$ cat config.mk
export PLATFORM = sky130hd
export DESIGN_NAME = system_clock_select_boot
export DESIGN_NICKNAME = d
export VERILOG_FILES = /design/src/clk_sel_pkg.sv /design/src/system_clock_select_boot.sv /design/src/tick_divider.sv
export SDC_FILE = /design/constraint.sdc
export NUM_CORES = 1
export LEC_CHECK = 0
export ABC_AREA = 1
export ABC_CLOCK_PERIOD_IN_PS = 4500
export BUFFER_PORTS_ARGS = -buffer_cell sky130_fd_sc_hd__buf_2
export CORE_UTILIZATION = 53
export DETAILED_ROUTE_END_ITERATION = 12
export GPL_TIMING_DRIVEN = 1
export PLACE_DENSITY = 0.79
export SLEW_MARGIN = 10
export SYNTH_ARGS = -nofsm -noshare
export SYNTH_HDL_FRONTEND = slang
export SYNTH_HIERARCHICAL = 1
export SYNTH_SLANG_ARGS = --single-unit
$ cat constraint.sdc
create_clock -name pclk -period 4.5 [get_ports pclk]
set_input_delay 0.225 -clock pclk [delete_from_list [all_inputs] [get_ports pclk]]
set_output_delay 0.225 -clock pclk [all_outputs]
set_load 0.005 [all_outputs]
$ cat src/clk_sel_pkg.sv
// Constants and types shared by the clock selection and boot block.
package clk_sel_pkg;

	// Core clock of the register side, in nanoseconds per cycle.
	localparam int PCLK_PERIOD_NS = 40;

	// Boot-up periods after power-on, in nanoseconds.
	localparam int BOOT_FAST_NS = 550000;
	localparam int BOOT_SLOW_NS = 30000000;

	// Least boot delays in pclk cycles, rounded up.
	localparam int BOOT_FAST_CYCLES =
		(BOOT_FAST_NS + PCLK_PERIOD_NS - 1) / PCLK_PERIOD_NS;
	localparam int BOOT_SLOW_CYCLES =
		(BOOT_SLOW_NS + PCLK_PERIOD_NS - 1) / PCLK_PERIOD_NS;

	// Width of the boot delay counter.
	localparam int BOOT_CNT_W = 20;

	// Register byte offsets on the bus.
	localparam logic [7:0] ADDR_CLOCK_MODE = 8'h00;
	localparam logic [7:0] ADDR_CRYSTAL_CTRL = 8'h04;
	localparam logic [7:0] ADDR_RC_TRIM = 8'h08;
	localparam logic [7:0] ADDR_BOOT_STATUS = 8'h0C;

	// Clock mode and crystal control register fields.
	localparam int MODE_HSRC_EN_BIT = 4;
	localparam int MODE_LSRC_EN_BIT = 2;
	localparam int CRYSTAL_EN_BIT = 7;

	// Clock mode values loaded by each calibration option other than disable.
	localparam logic [7:0] MODE_HSRC_DIV2 = 8'h34;
	localparam logic [7:0] MODE_HSRC_DIV4 = 8'h14;
	localparam logic [7:0] MODE_HSRC_DIV8 = 8'h3C;
	localparam logic [7:0] MODE_HSRC_DIV16 = 8'h1C;
	localparam logic [7:0] MODE_HSRC_DIV32 = 8'h7C;
	localparam logic [7:0] MODE_LSRC_DIV1 = 8'hE4;

	// Reset values: both RC oscillators on, low-speed RC selected.
	localparam logic [7:0] MODE_RESET = 8'hF4;
	localparam logic [7:0] CRYSTAL_RESET = 8'h00;
	localparam logic [7:0] TRIM_RESET = 8'h80;

	// Selection key built from clock mode bits 7, 6, 5 and 3.
	localparam logic [3:0] KEY_DIV2 = 4'h2;
	localparam logic [3:0] KEY_DIV4 = 4'h0;
	localparam logic [3:0] KEY_DIV8 = 4'h3;
	localparam logic [3:0] KEY_DIV16 = 4'h1;
	localparam logic [3:0] KEY_DIV32 = 4'h7;
	localparam logic [3:0] KEY_DIV64 = 4'h6;
	localparam logic [3:0] KEY_LSRC = 4'hE;
	localparam logic [3:0] KEY_CRYSTAL = 4'hA;

	// Divider exponents (ratio is two to this power).
	localparam logic [2:0] LOG_DIV1 = 3'h0;
	localparam logic [2:0] LOG_DIV2 = 3'h1;
	localparam logic [2:0] LOG_DIV4 = 3'h2;
	localparam logic [2:0] LOG_DIV8 = 3'h3;
	localparam logic [2:0] LOG_DIV16 = 3'h4;
	localparam logic [2:0] LOG_DIV32 = 3'h5;
	localparam logic [2:0] LOG_DIV64 = 3'h6;

	// Source of the core clock.
	typedef enum logic [1:0] {
		SRC_HSRC,
		SRC_LSRC,
		SRC_CRYSTAL
	} clk_src_t;

	// Calibration option fixed at programming time.
	typedef enum logic [2:0] {
		CAL_DISABLE,
		CAL_DIV2,
		CAL_DIV4,
		CAL_DIV8,
		CAL_DIV16,
		CAL_DIV32,
		CAL_LSRC
	} cal_option_t;

endpackage

$ cat src/system_clock_select_boot.sv
// Core clock source selection, oscillator enables and power-on boot.
//
// What this block does
// - Three oscillators, each with own enable bit.
// - Both RC oscillators enabled from reset, and after a divided high RC calibrated boot.
// - Trim register adjusts high-speed RC frequency.
// - Mode 0x34 selects high-speed RC divided by 2.
// - Mode 0x14 selects high-speed RC divided by 4.
// - Mode 0x3C selects high-speed RC divided by 8.
// - Mode 0x1C selects high-speed RC divided by 16.
// - Mode 0x7C selects high-speed RC divided by 32.
// - Mode 0xE4 selects low-speed RC, high-speed off.
// - Calibrated boot: watchdog off, low RC, pin input.
// - Uncalibrated boot: mode kept, high RC off, watchdog.
// - Boot delay after power-on, fast or normal.
// - Fast boot about 550 us, slow 30 ms.
// - Mode write switches core clock at once.
`timescale 1ns/1ps
module system_clock_select_boot #(
	parameter int BOOT_FAST_COUNT = clk_sel_pkg::BOOT_FAST_CYCLES,
	parameter int BOOT_SLOW_COUNT = clk_sel_pkg::BOOT_SLOW_CYCLES
) (
	input wire logic pclk,
	input wire logic presetn,
	input wire logic psel,
	input wire logic penable,
	input wire logic pwrite,
	input wire logic [7:0] paddr,
	input wire logic [31:0] pwdata,
	output logic [31:0] prdata,
	output logic pready,
	output logic pslverr,
	input wire logic fast_boot,
	input wire clk_sel_pkg::cal_option_t cal_option,
	input wire logic [7:0] stored_trim,
	input wire logic high_speed_rc_tick,
	input wire logic low_speed_rc_tick,
	input wire logic crystal_osc_tick,
	output logic high_speed_rc_osc_en,
	output logic low_speed_rc_osc_en,
	output logic crystal_osc_en,
	output logic [7:0] high_speed_rc_trim,
	output logic core_clock_en,
	output logic core_run,
	output logic watchdog_en,
	output logic port_a_bit5_input
);
	import clk_sel_pkg::*;

	// Boot sequence states.
	typedef enum logic [1:0] {
		ST_CAPTURE,
		ST_DELAY,
		ST_APPLY,
		ST_RUN
	} boot_state_t;

	// Maps a clock mode value to its selection key.
	function automatic logic [3:0] mode_key(input logic [7:0] mode);
		mode_key = {mode[7], mode[6], mode[5], mode[3]};
	endfunction

	// Maps a calibration option to the clock mode it loads.
	function automatic logic [7:0] cal_mode(input cal_option_t opt);
		case (opt)
			CAL_DIV2: cal_mode = MODE_HSRC_DIV2;
			CAL_DIV4: cal_mode = MODE_HSRC_DIV4;
			CAL_DIV8: cal_mode = MODE_HSRC_DIV8;
			CAL_DIV16: cal_mode = MODE_HSRC_DIV16;
			CAL_DIV32: cal_mode = MODE_HSRC_DIV32;
			CAL_LSRC: cal_mode = MODE_LSRC_DIV1;
			default: cal_mode = MODE_RESET;
		endcase
	endfunction

	// Current boot state.
	boot_state_t state;
	// Counts pclk cycles of the boot delay.
	logic [BOOT_CNT_W-1:0] boot_count;
	// Boot length and calibration option, caught after reset release.
	logic fast_boot_held;
	cal_option_t cal_held;
	// Software visible registers.
	logic [7:0] clock_mode;
	logic [7:0] crystal_ctrl;
	logic [7:0] rc_trim;
	// Watchdog enable decided at boot.
	logic watchdog;
	// Selection applied last cycle, used to spot a switch.
	logic [3:0] prev_key;

	// Bus decode.
	wire setup_phase = psel && !penable;
	wire access_phase = psel && penable;
	wire hit_mode = paddr == ADDR_CLOCK_MODE;
	wire hit_crystal = paddr == ADDR_CRYSTAL_CTRL;
	wire hit_trim = paddr == ADDR_RC_TRIM;
	wire hit_status = paddr == ADDR_BOOT_STATUS;
	wire mapped = hit_mode || hit_crystal || hit_trim || hit_status;
	// Writes are refused while booting or to read-only or unmapped words.
	wire write_bad = pwrite && (!core_run || hit_status || !mapped);
	wire write_ok = access_phase && pwrite && !write_bad;
	wire read_bad = !pwrite && !mapped;

	// Boot delay length for the held option.
	wire [BOOT_CNT_W-1:0] boot_limit = fast_boot_held ?
		BOOT_CNT_W'(BOOT_FAST_COUNT - 1) :
		BOOT_CNT_W'(BOOT_SLOW_COUNT - 1);

	// Selection of the core clock, decoded from the mode key.
	wire [3:0] key = mode_key(clock_mode);
	clk_src_t src;
	logic [2:0] ratio_log2;

	// Decodes source and divider from the mode register.
	always_comb begin
		src = SRC_HSRC;
		ratio_log2 = LOG_DIV64;
		case (key)
			KEY_DIV2: ratio_log2 = LOG_DIV2;
			KEY_DIV4: ratio_log2 = LOG_DIV4;
			KEY_DIV8: ratio_log2 = LOG_DIV8;
			KEY_DIV16: ratio_log2 = LOG_DIV16;
			KEY_DIV32: ratio_log2 = LOG_DIV32;
			KEY_DIV64: ratio_log2 = LOG_DIV64;
			KEY_LSRC: begin
				// Low-speed RC passes undivided.
				src = SRC_LSRC;
				ratio_log2 = LOG_DIV1;
			end
			KEY_CRYSTAL: begin
				// Crystal passes undivided.
				src = SRC_CRYSTAL;
				ratio_log2 = LOG_DIV1;
			end
			default: begin
				// Unlisted codes fall back to the low-speed RC.
				src = SRC_LSRC;
				ratio_log2 = LOG_DIV1;
			end
		endcase
	end

	// Oscillator enables come straight from their register bits.
	assign high_speed_rc_osc_en = clock_mode[MODE_HSRC_EN_BIT];
	assign low_speed_rc_osc_en = clock_mode[MODE_LSRC_EN_BIT];
	assign crystal_osc_en = crystal_ctrl[CRYSTAL_EN_BIT];
	assign high_speed_rc_trim = rc_trim;

	// A disabled oscillator delivers no ticks.
	wire hsrc_tick = high_speed_rc_tick && high_speed_rc_osc_en;
	wire lsrc_tick = low_speed_rc_tick && low_speed_rc_osc_en;
	wire xtal_tick = crystal_osc_tick && crystal_osc_en;

	// The tick of the selected source feeds the divider.
	wire sel_tick = (src == SRC_HSRC) ? hsrc_tick :
		(src == SRC_LSRC) ? lsrc_tick : xtal_tick;

	// A new selection restarts the divider the same cycle.
	wire switching = key != prev_key;

	// Divided core clock enable; held off until the boot is over.
	logic div_tick;
	tick_divider divider (
		.pclk(pclk),
		.presetn(presetn),
		.src_tick(sel_tick),
		.ratio_log2(ratio_log2),
		.restart(switching),
		.div_tick(div_tick)
	);
	assign core_clock_en = div_tick && core_run;

	// Remembers the applied key so a switch is seen once.
	always_ff @(posedge pclk or negedge presetn) begin
		if (!presetn) begin
			prev_key <= 4'h0;
		end else begin
			prev_key <= key;
		end
	end

	// Boot sequencer: capture straps, wait, then apply calibration.
	always_ff @(posedge pclk or negedge presetn) begin
		if (!presetn) begin
			state <= ST_CAPTURE;
			boot_count <= '0;
			fast_boot_held <= 1'b0;
			cal_held <= CAL_DISABLE;
		end else begin
			case (state)
				ST_CAPTURE: begin
					// Straps are caught at the first edge after release.
					fast_boot_held <= fast_boot;
					cal_held <= cal_option;
					boot_count <= '0;
					state <= ST_DELAY;
				end
				ST_DELAY: begin
					// Hold the core until the boot period ends.
					if (boot_count == boot_limit) begin
						state <= ST_APPLY;
					end else begin
						boot_count <= boot_count + 1'b1;
					end
				end
				ST_APPLY: begin
					// Calibration values load in this single cycle.
					state <= ST_RUN;
				end
				ST_RUN: begin
					// Running; stays here until the next reset.
					state <= ST_RUN;
				end
				default: begin
					state <= ST_CAPTURE;
				end
			endcase
		end
	end

	assign core_run = state == ST_RUN;
	assign watchdog_en = watchdog;
	// The pin is configured as input from reset onward.
	assign port_a_bit5_input = 1'b1;

	// Watchdog stays off unless calibration was disabled.
	always_ff @(posedge pclk or negedge presetn) begin
		if (!presetn) begin
			watchdog <= 1'b0;
		end else if (state == ST_APPLY) begin
			watchdog <= cal_held == CAL_DISABLE;
		end
	end

	// Clock mode register: reset, boot load, then software writes.
	always_ff @(posedge pclk or negedge presetn) begin
		if (!presetn) begin
			clock_mode <= MODE_RESET;
		end else if (state == ST_APPLY) begin
			if (cal_held == CAL_DISABLE) begin
				// Keep the mode, turn the untrimmed oscillator off.
				clock_mode[MODE_HSRC_EN_BIT] <= 1'b0;
			end else begin
				clock_mode <= cal_mode(cal_held);
			end
		end else if (write_ok && hit_mode) begin
			clock_mode <= pwdata[7:0];
		end
	end

	// Trim register: the stored calibration result loads once per calibrated boot.
	always_ff @(posedge pclk or negedge presetn) begin
		if (!presetn) begin
			rc_trim <= TRIM_RESET;
		end else if (state == ST_APPLY && cal_held != CAL_DISABLE) begin
			rc_trim <= stored_trim;
		end else if (write_ok && hit_trim) begin
			rc_trim <= pwdata[7:0];
		end
	end

	// Crystal control register.
	always_ff @(posedge pclk or negedge presetn) begin
		if (!presetn) begin
			crystal_ctrl <= CRYSTAL_RESET;
		end else if (write_ok && hit_crystal) begin
			crystal_ctrl <= pwdata[7:0];
		end
	end

	// Boot status word: run flag, watchdog, pin mode, fast boot, source, option.
	// Bits 7:6 stay zero so that the option lands in bits 10:8.
	wire [31:0] status_word = {21'h000000, cal_held, 2'h0, src,
		fast_boot_held, port_a_bit5_input, watchdog, core_run};

	// Read data selected by address.
	wire [31:0] read_mux = hit_mode ? {24'h000000, clock_mode} :
		hit_crystal ? {24'h000000, crystal_ctrl} :
		hit_trim ? {24'h000000, rc_trim} :
		hit_status ? status_word : 32'h00000000;

	// Read data is registered in the setup cycle and shown at access.
	always_ff @(posedge pclk or negedge presetn) begin
		if (!presetn) begin
			prdata <= 32'h00000000;
		end else if (setup_phase && !pwrite) begin
			prdata <= read_mux;
		end
	end

	// Every access completes in its first access cycle.
	assign pready = 1'b1;
	assign pslverr = access_phase && (write_bad || read_bad);

endmodule // system_clock_select_boot

$ cat src/tick_divider.sv
// Divides a one-cycle source tick by a power of two into whole pulses.
`timescale 1ns/1ps
module tick_divider (
	input wire logic pclk,
	input wire logic presetn,
	input wire logic src_tick,
	input wire logic [2:0] ratio_log2,
	input wire logic restart,
	output logic div_tick
);
	import clk_sel_pkg::*;

	// Counts source ticks inside one output period.
	logic [5:0] count;
	// Mask of counter bits that must be all ones for a pulse.
	logic [5:0] mask;
	// High when the current tick closes an output period.
	wire period_end;

	assign mask = 6'(7'h7F >> (3'd7 - ratio_log2));
	assign period_end = src_tick && ((count & mask) == mask);

	// A restart opens a fresh whole period, so no short pulse follows.
	always_ff @(posedge pclk or negedge presetn) begin
		if (!presetn) begin
			count <= 6'h00;
		end else if (restart) begin
			count <= 6'h00;
		end else if (src_tick) begin
			count <= period_end ? 6'h00 : count + 6'h01;
		end
	end

	// The output pulse comes from a flip-flop.
	always_ff @(posedge pclk or negedge presetn) begin
		if (!presetn) begin
			div_tick <= 1'b0;
		end else begin
			div_tick <= period_end && !restart;
		end
	end

endmodule // tick_divider
==> flow_summary.toml <==
[timing]
max_freq_mhz = 463
max_slew_margin_pct = 28.6
rsz0062_at_grt = "no"
timing.final.crit_period_ns = 2.16
maxSlewViolCount = 0
fin_crit_sh_pct = 48.0
clock-skew-final_ns = 0.00726
tns_ns = 0
setup_violations = 0
tightest_slew_ns = 1.07
finalHoldViolCount = 0

[synthesis]
synth_top_flop_cell = "dfrtp_1"
synth.most_common_cell = "nand2_1"
synth_area_leaders = "dfrtp_1 (36%), nand2_1 (17%), nand3_1 (7.7%), inv_1 (5.1%), nor2_1 (5.0%)"
syn_inst = 641
ys_warn_count = 6
ys_async_sr_fraction_pct = 100
synthTopCellsByCount = "nand2_1 (209), nand3_1 (71), dfrtp_1 (67)"
synth_cell_types = 38
syn_avg_cell_area_um2 = 7.18
synth_top_cell_area_share_pct = 36.4
synth_edf_count = 0
syn_area_um2 = 4600
ys_seq_area_share_pct = 39.8
yosysTopAreaCell = "dfrtp_1"
ys_ff_latch = 73

[setup_path]
worst_ep_required_time_ns = 4.74
cp_slowest_cell = "dfstp_2"
crit_arrival_ns = 2.39
end_kind = "flop"
cp_top_family = "simple AND/OR/NAND/NOR gates"
crit_buf_inv = 1
slowest_delay_ns = 0.61
start_kind = "flop"
path_class = "flop to flop"
worstPathCellList = "inv_1 -> nor3_1 -> nor2_1 -> nand3_1 -> nand3_1 -> nor2_2 -> nor2_2 -> nand2_1 -> xor2_1 -> nor2_1"
critPathMaxFanout = 7

[clock_network]
clock_latency_ns = 0.35
ctsResizeCount = 0
h-tree-depth = 3
cts_tree = "yes"
clkSinkCount = 73
cts_root_buffer = "clkbuf_8"
cts_setup_buffers = 0
clk_pin_slew_ns = 0.07
numCtsBuffers = 9
cts.path.max_buffers = 2
cts_hold_buf = 0

[grt]
busiest_layer = "met2"
grt_max_degree = 50
globalRouteMet3Util_pct = 5.90
met1_usage_pct = 35.5
grtUsageMet2_pct = 42.6
grt_pass1_vias = 3979
grt_pass1_wl_mm = 18.4
overflow = 0
track_usage_pct = 26.4
antenna_found_initial = 0

[route]
dr_total_vias = 4256
wire_per_inst_um = 13.3
ant_nets = 0
viasPerCell = 5.27
first_pass_iters = 4
drc = 0
drt_iter0_drc = 292
totalWireLength_mm = 10.8

[cells_and_area]
antenna_cells = 0
design_area_um2 = 5060
nets = 760
drive_gt1_share_pct = 18.3
syn_to_final_growth_pct = 9.97

[run]
maxCapViolations = 0

[die]
die-width_um = 95.2
start_util_pct = 55.5
die-area_um2 = 9060
ios = 109
core_area_um2 = 8300
fp.dieH_um = 95.2
rows = 33

[power_and_ir_drop]
total_leakage_power_nw = 2.60
p_per_area_nw_per_um2 = 268
ir_drop_mv = 0.192

[placed_design]
gp_congestion = 0.942
portBuffers = 61
dp_hpwl_mm = 8.02
dpl-instance-area_um2 = 4840

[status]
status = "finished clean"

[min_path]
hp-class = "input pin to async pin"
[cell usage in the layout, fill, tap and decap left out, types with 2 or more instances in the layout]
| cell type | synthesis | final |
|---|---|---|
| o22ai_1 | 2 | 2 |
| clkinvlp_4 | 0 | 2 |
| conb_1 | 2 | 23 |
| nand3_2 | 2 | 2 |
| nor3_1 | 8 | 8 |
| o21ai_0 | 25 | 25 |
| bufinv_16 | 0 | 2 |
| nand2_1 | 209 | 209 |
| dfstp_2 | 6 | 6 |
| nand2_2 | 6 | 6 |
| nor2_2 | 10 | 10 |
| inv_2 | 5 | 5 |
| ha_1 | 2 | 2 |
| clkbuf_8 | 0 | 10 |
| buf_2 | 3 | 61 |
| o31ai_1 | 3 | 3 |
| inv_1 | 62 | 62 |
| dfrtp_1 | 67 | 67 |
| nand3_1 | 71 | 71 |
| nor2_1 | 61 | 61 |
| o21ai_2 | 11 | 11 |
| xor2_1 | 7 | 7 |
| nor2_4 | 2 | 2 |
| nand4_1 | 9 | 9 |
| nor3_2 | 3 | 3 |
| o21bai_1 | 2 | 2 |
| xnor2_1 | 6 | 6 |
| a21oi_1 | 9 | 9 |
| nand2_4 | 5 | 5 |
[final timing paths]
kind | start | end | slack (ns) | cells past startpoint
worst max-delay path | clock_mode[7] | divider/count[4] | 2.34 | 10
worst min-delay path | presetn | high_speed_rc_trim[0] | 0.06 | 1
worst max register to register | clock_mode[7] | divider/count[4] | 2.34 | 10
worst min register to register | clock_mode[5] | prev_key[1] | 0.44 | 0
max in group asynchronous | presetn | boot_count[7] | 3.53 | 2
min in group pclk | cal_option[2] | cal_held[2] | 0.08 | 3
[flip-flops by register name, summed over array words and instances (netlist names)]
signal	count
boot_count	20
prdata	11
clock_mode	8
crystal_ctrl	8
high_speed_rc_trim	8
divider/count	6
prev_key	4
cal_held	3
state	2
divider/div_tick	1
fast_boot_held	1
watchdog_en	1
[cell families after synthesis]
kind of cell / Yosys count / synth area share (%)
adders and majority gates: 2 / 0.543
DFF: 73 / 39.8
and+or+nand+nor: 390 / 37.6
AOI/OAI and AO/OA: 57 / 7.72
buffers and inverters: 104 / 11.7
xor gates and xnor gates: 13 / 2.47
other: 2 / 0.163
[per-layer routing]
layer,wire (um),share of wire (%)
met1,4960,46
met2,4920,46
met3,760,7.0
met4,145,1.3
met5,0,0
[area by class of cell]
type | count | area [um^2]
clock buffers | 11 | 141
clock inverters | 5 | 80.1
fillers | 742 | 3240
inverters | 67 | 251
multi-input cells | 485 | 2310
flip-flops and latches | 73 | 1830
well taps | 105 | 131
repair buffers | 62 | 313
[power by group]
| group | switching [mW] | leakage [nW] | total, mW | internal, mW |
|---|---|---|---|---|
| combinational | 0.0660 | 1.56 | 0.102 | 0.0361 |
| clock | 0.247 | 0.106 | 0.573 | 0.327 |
| sequential | 0.0127 | 0.930 | 0.682 | 0.669 |
| total | 0.325 | 2.60 | 1.36 | 1.03 |
[metrics by stage]
| stage | cells | total power [mW] | util (%) | worst slack (ns) | hold WS [ns] |
|---|---|---|---|---|---|
| after floorplan | 662 | 0.759 | - | 2.71 | -0.0706 |
| after CTS | 808 | 1.37 | 61.0 | 2.34 | 0.0609 |
| after global routing | 808 | 1.42 | 61.0 | 2.05 | 0.0714 |
| after detailed placement | 792 | 0.796 | 58.3 | 2.37 | 0.436 |
| after global placement | 792 | 0.793 | 58.3 | 2.43 | 0.436 |
| final | 808 | 1.36 | 61.0 | 2.34 | 0.0612 |
(Power assumes the default switching activity.)
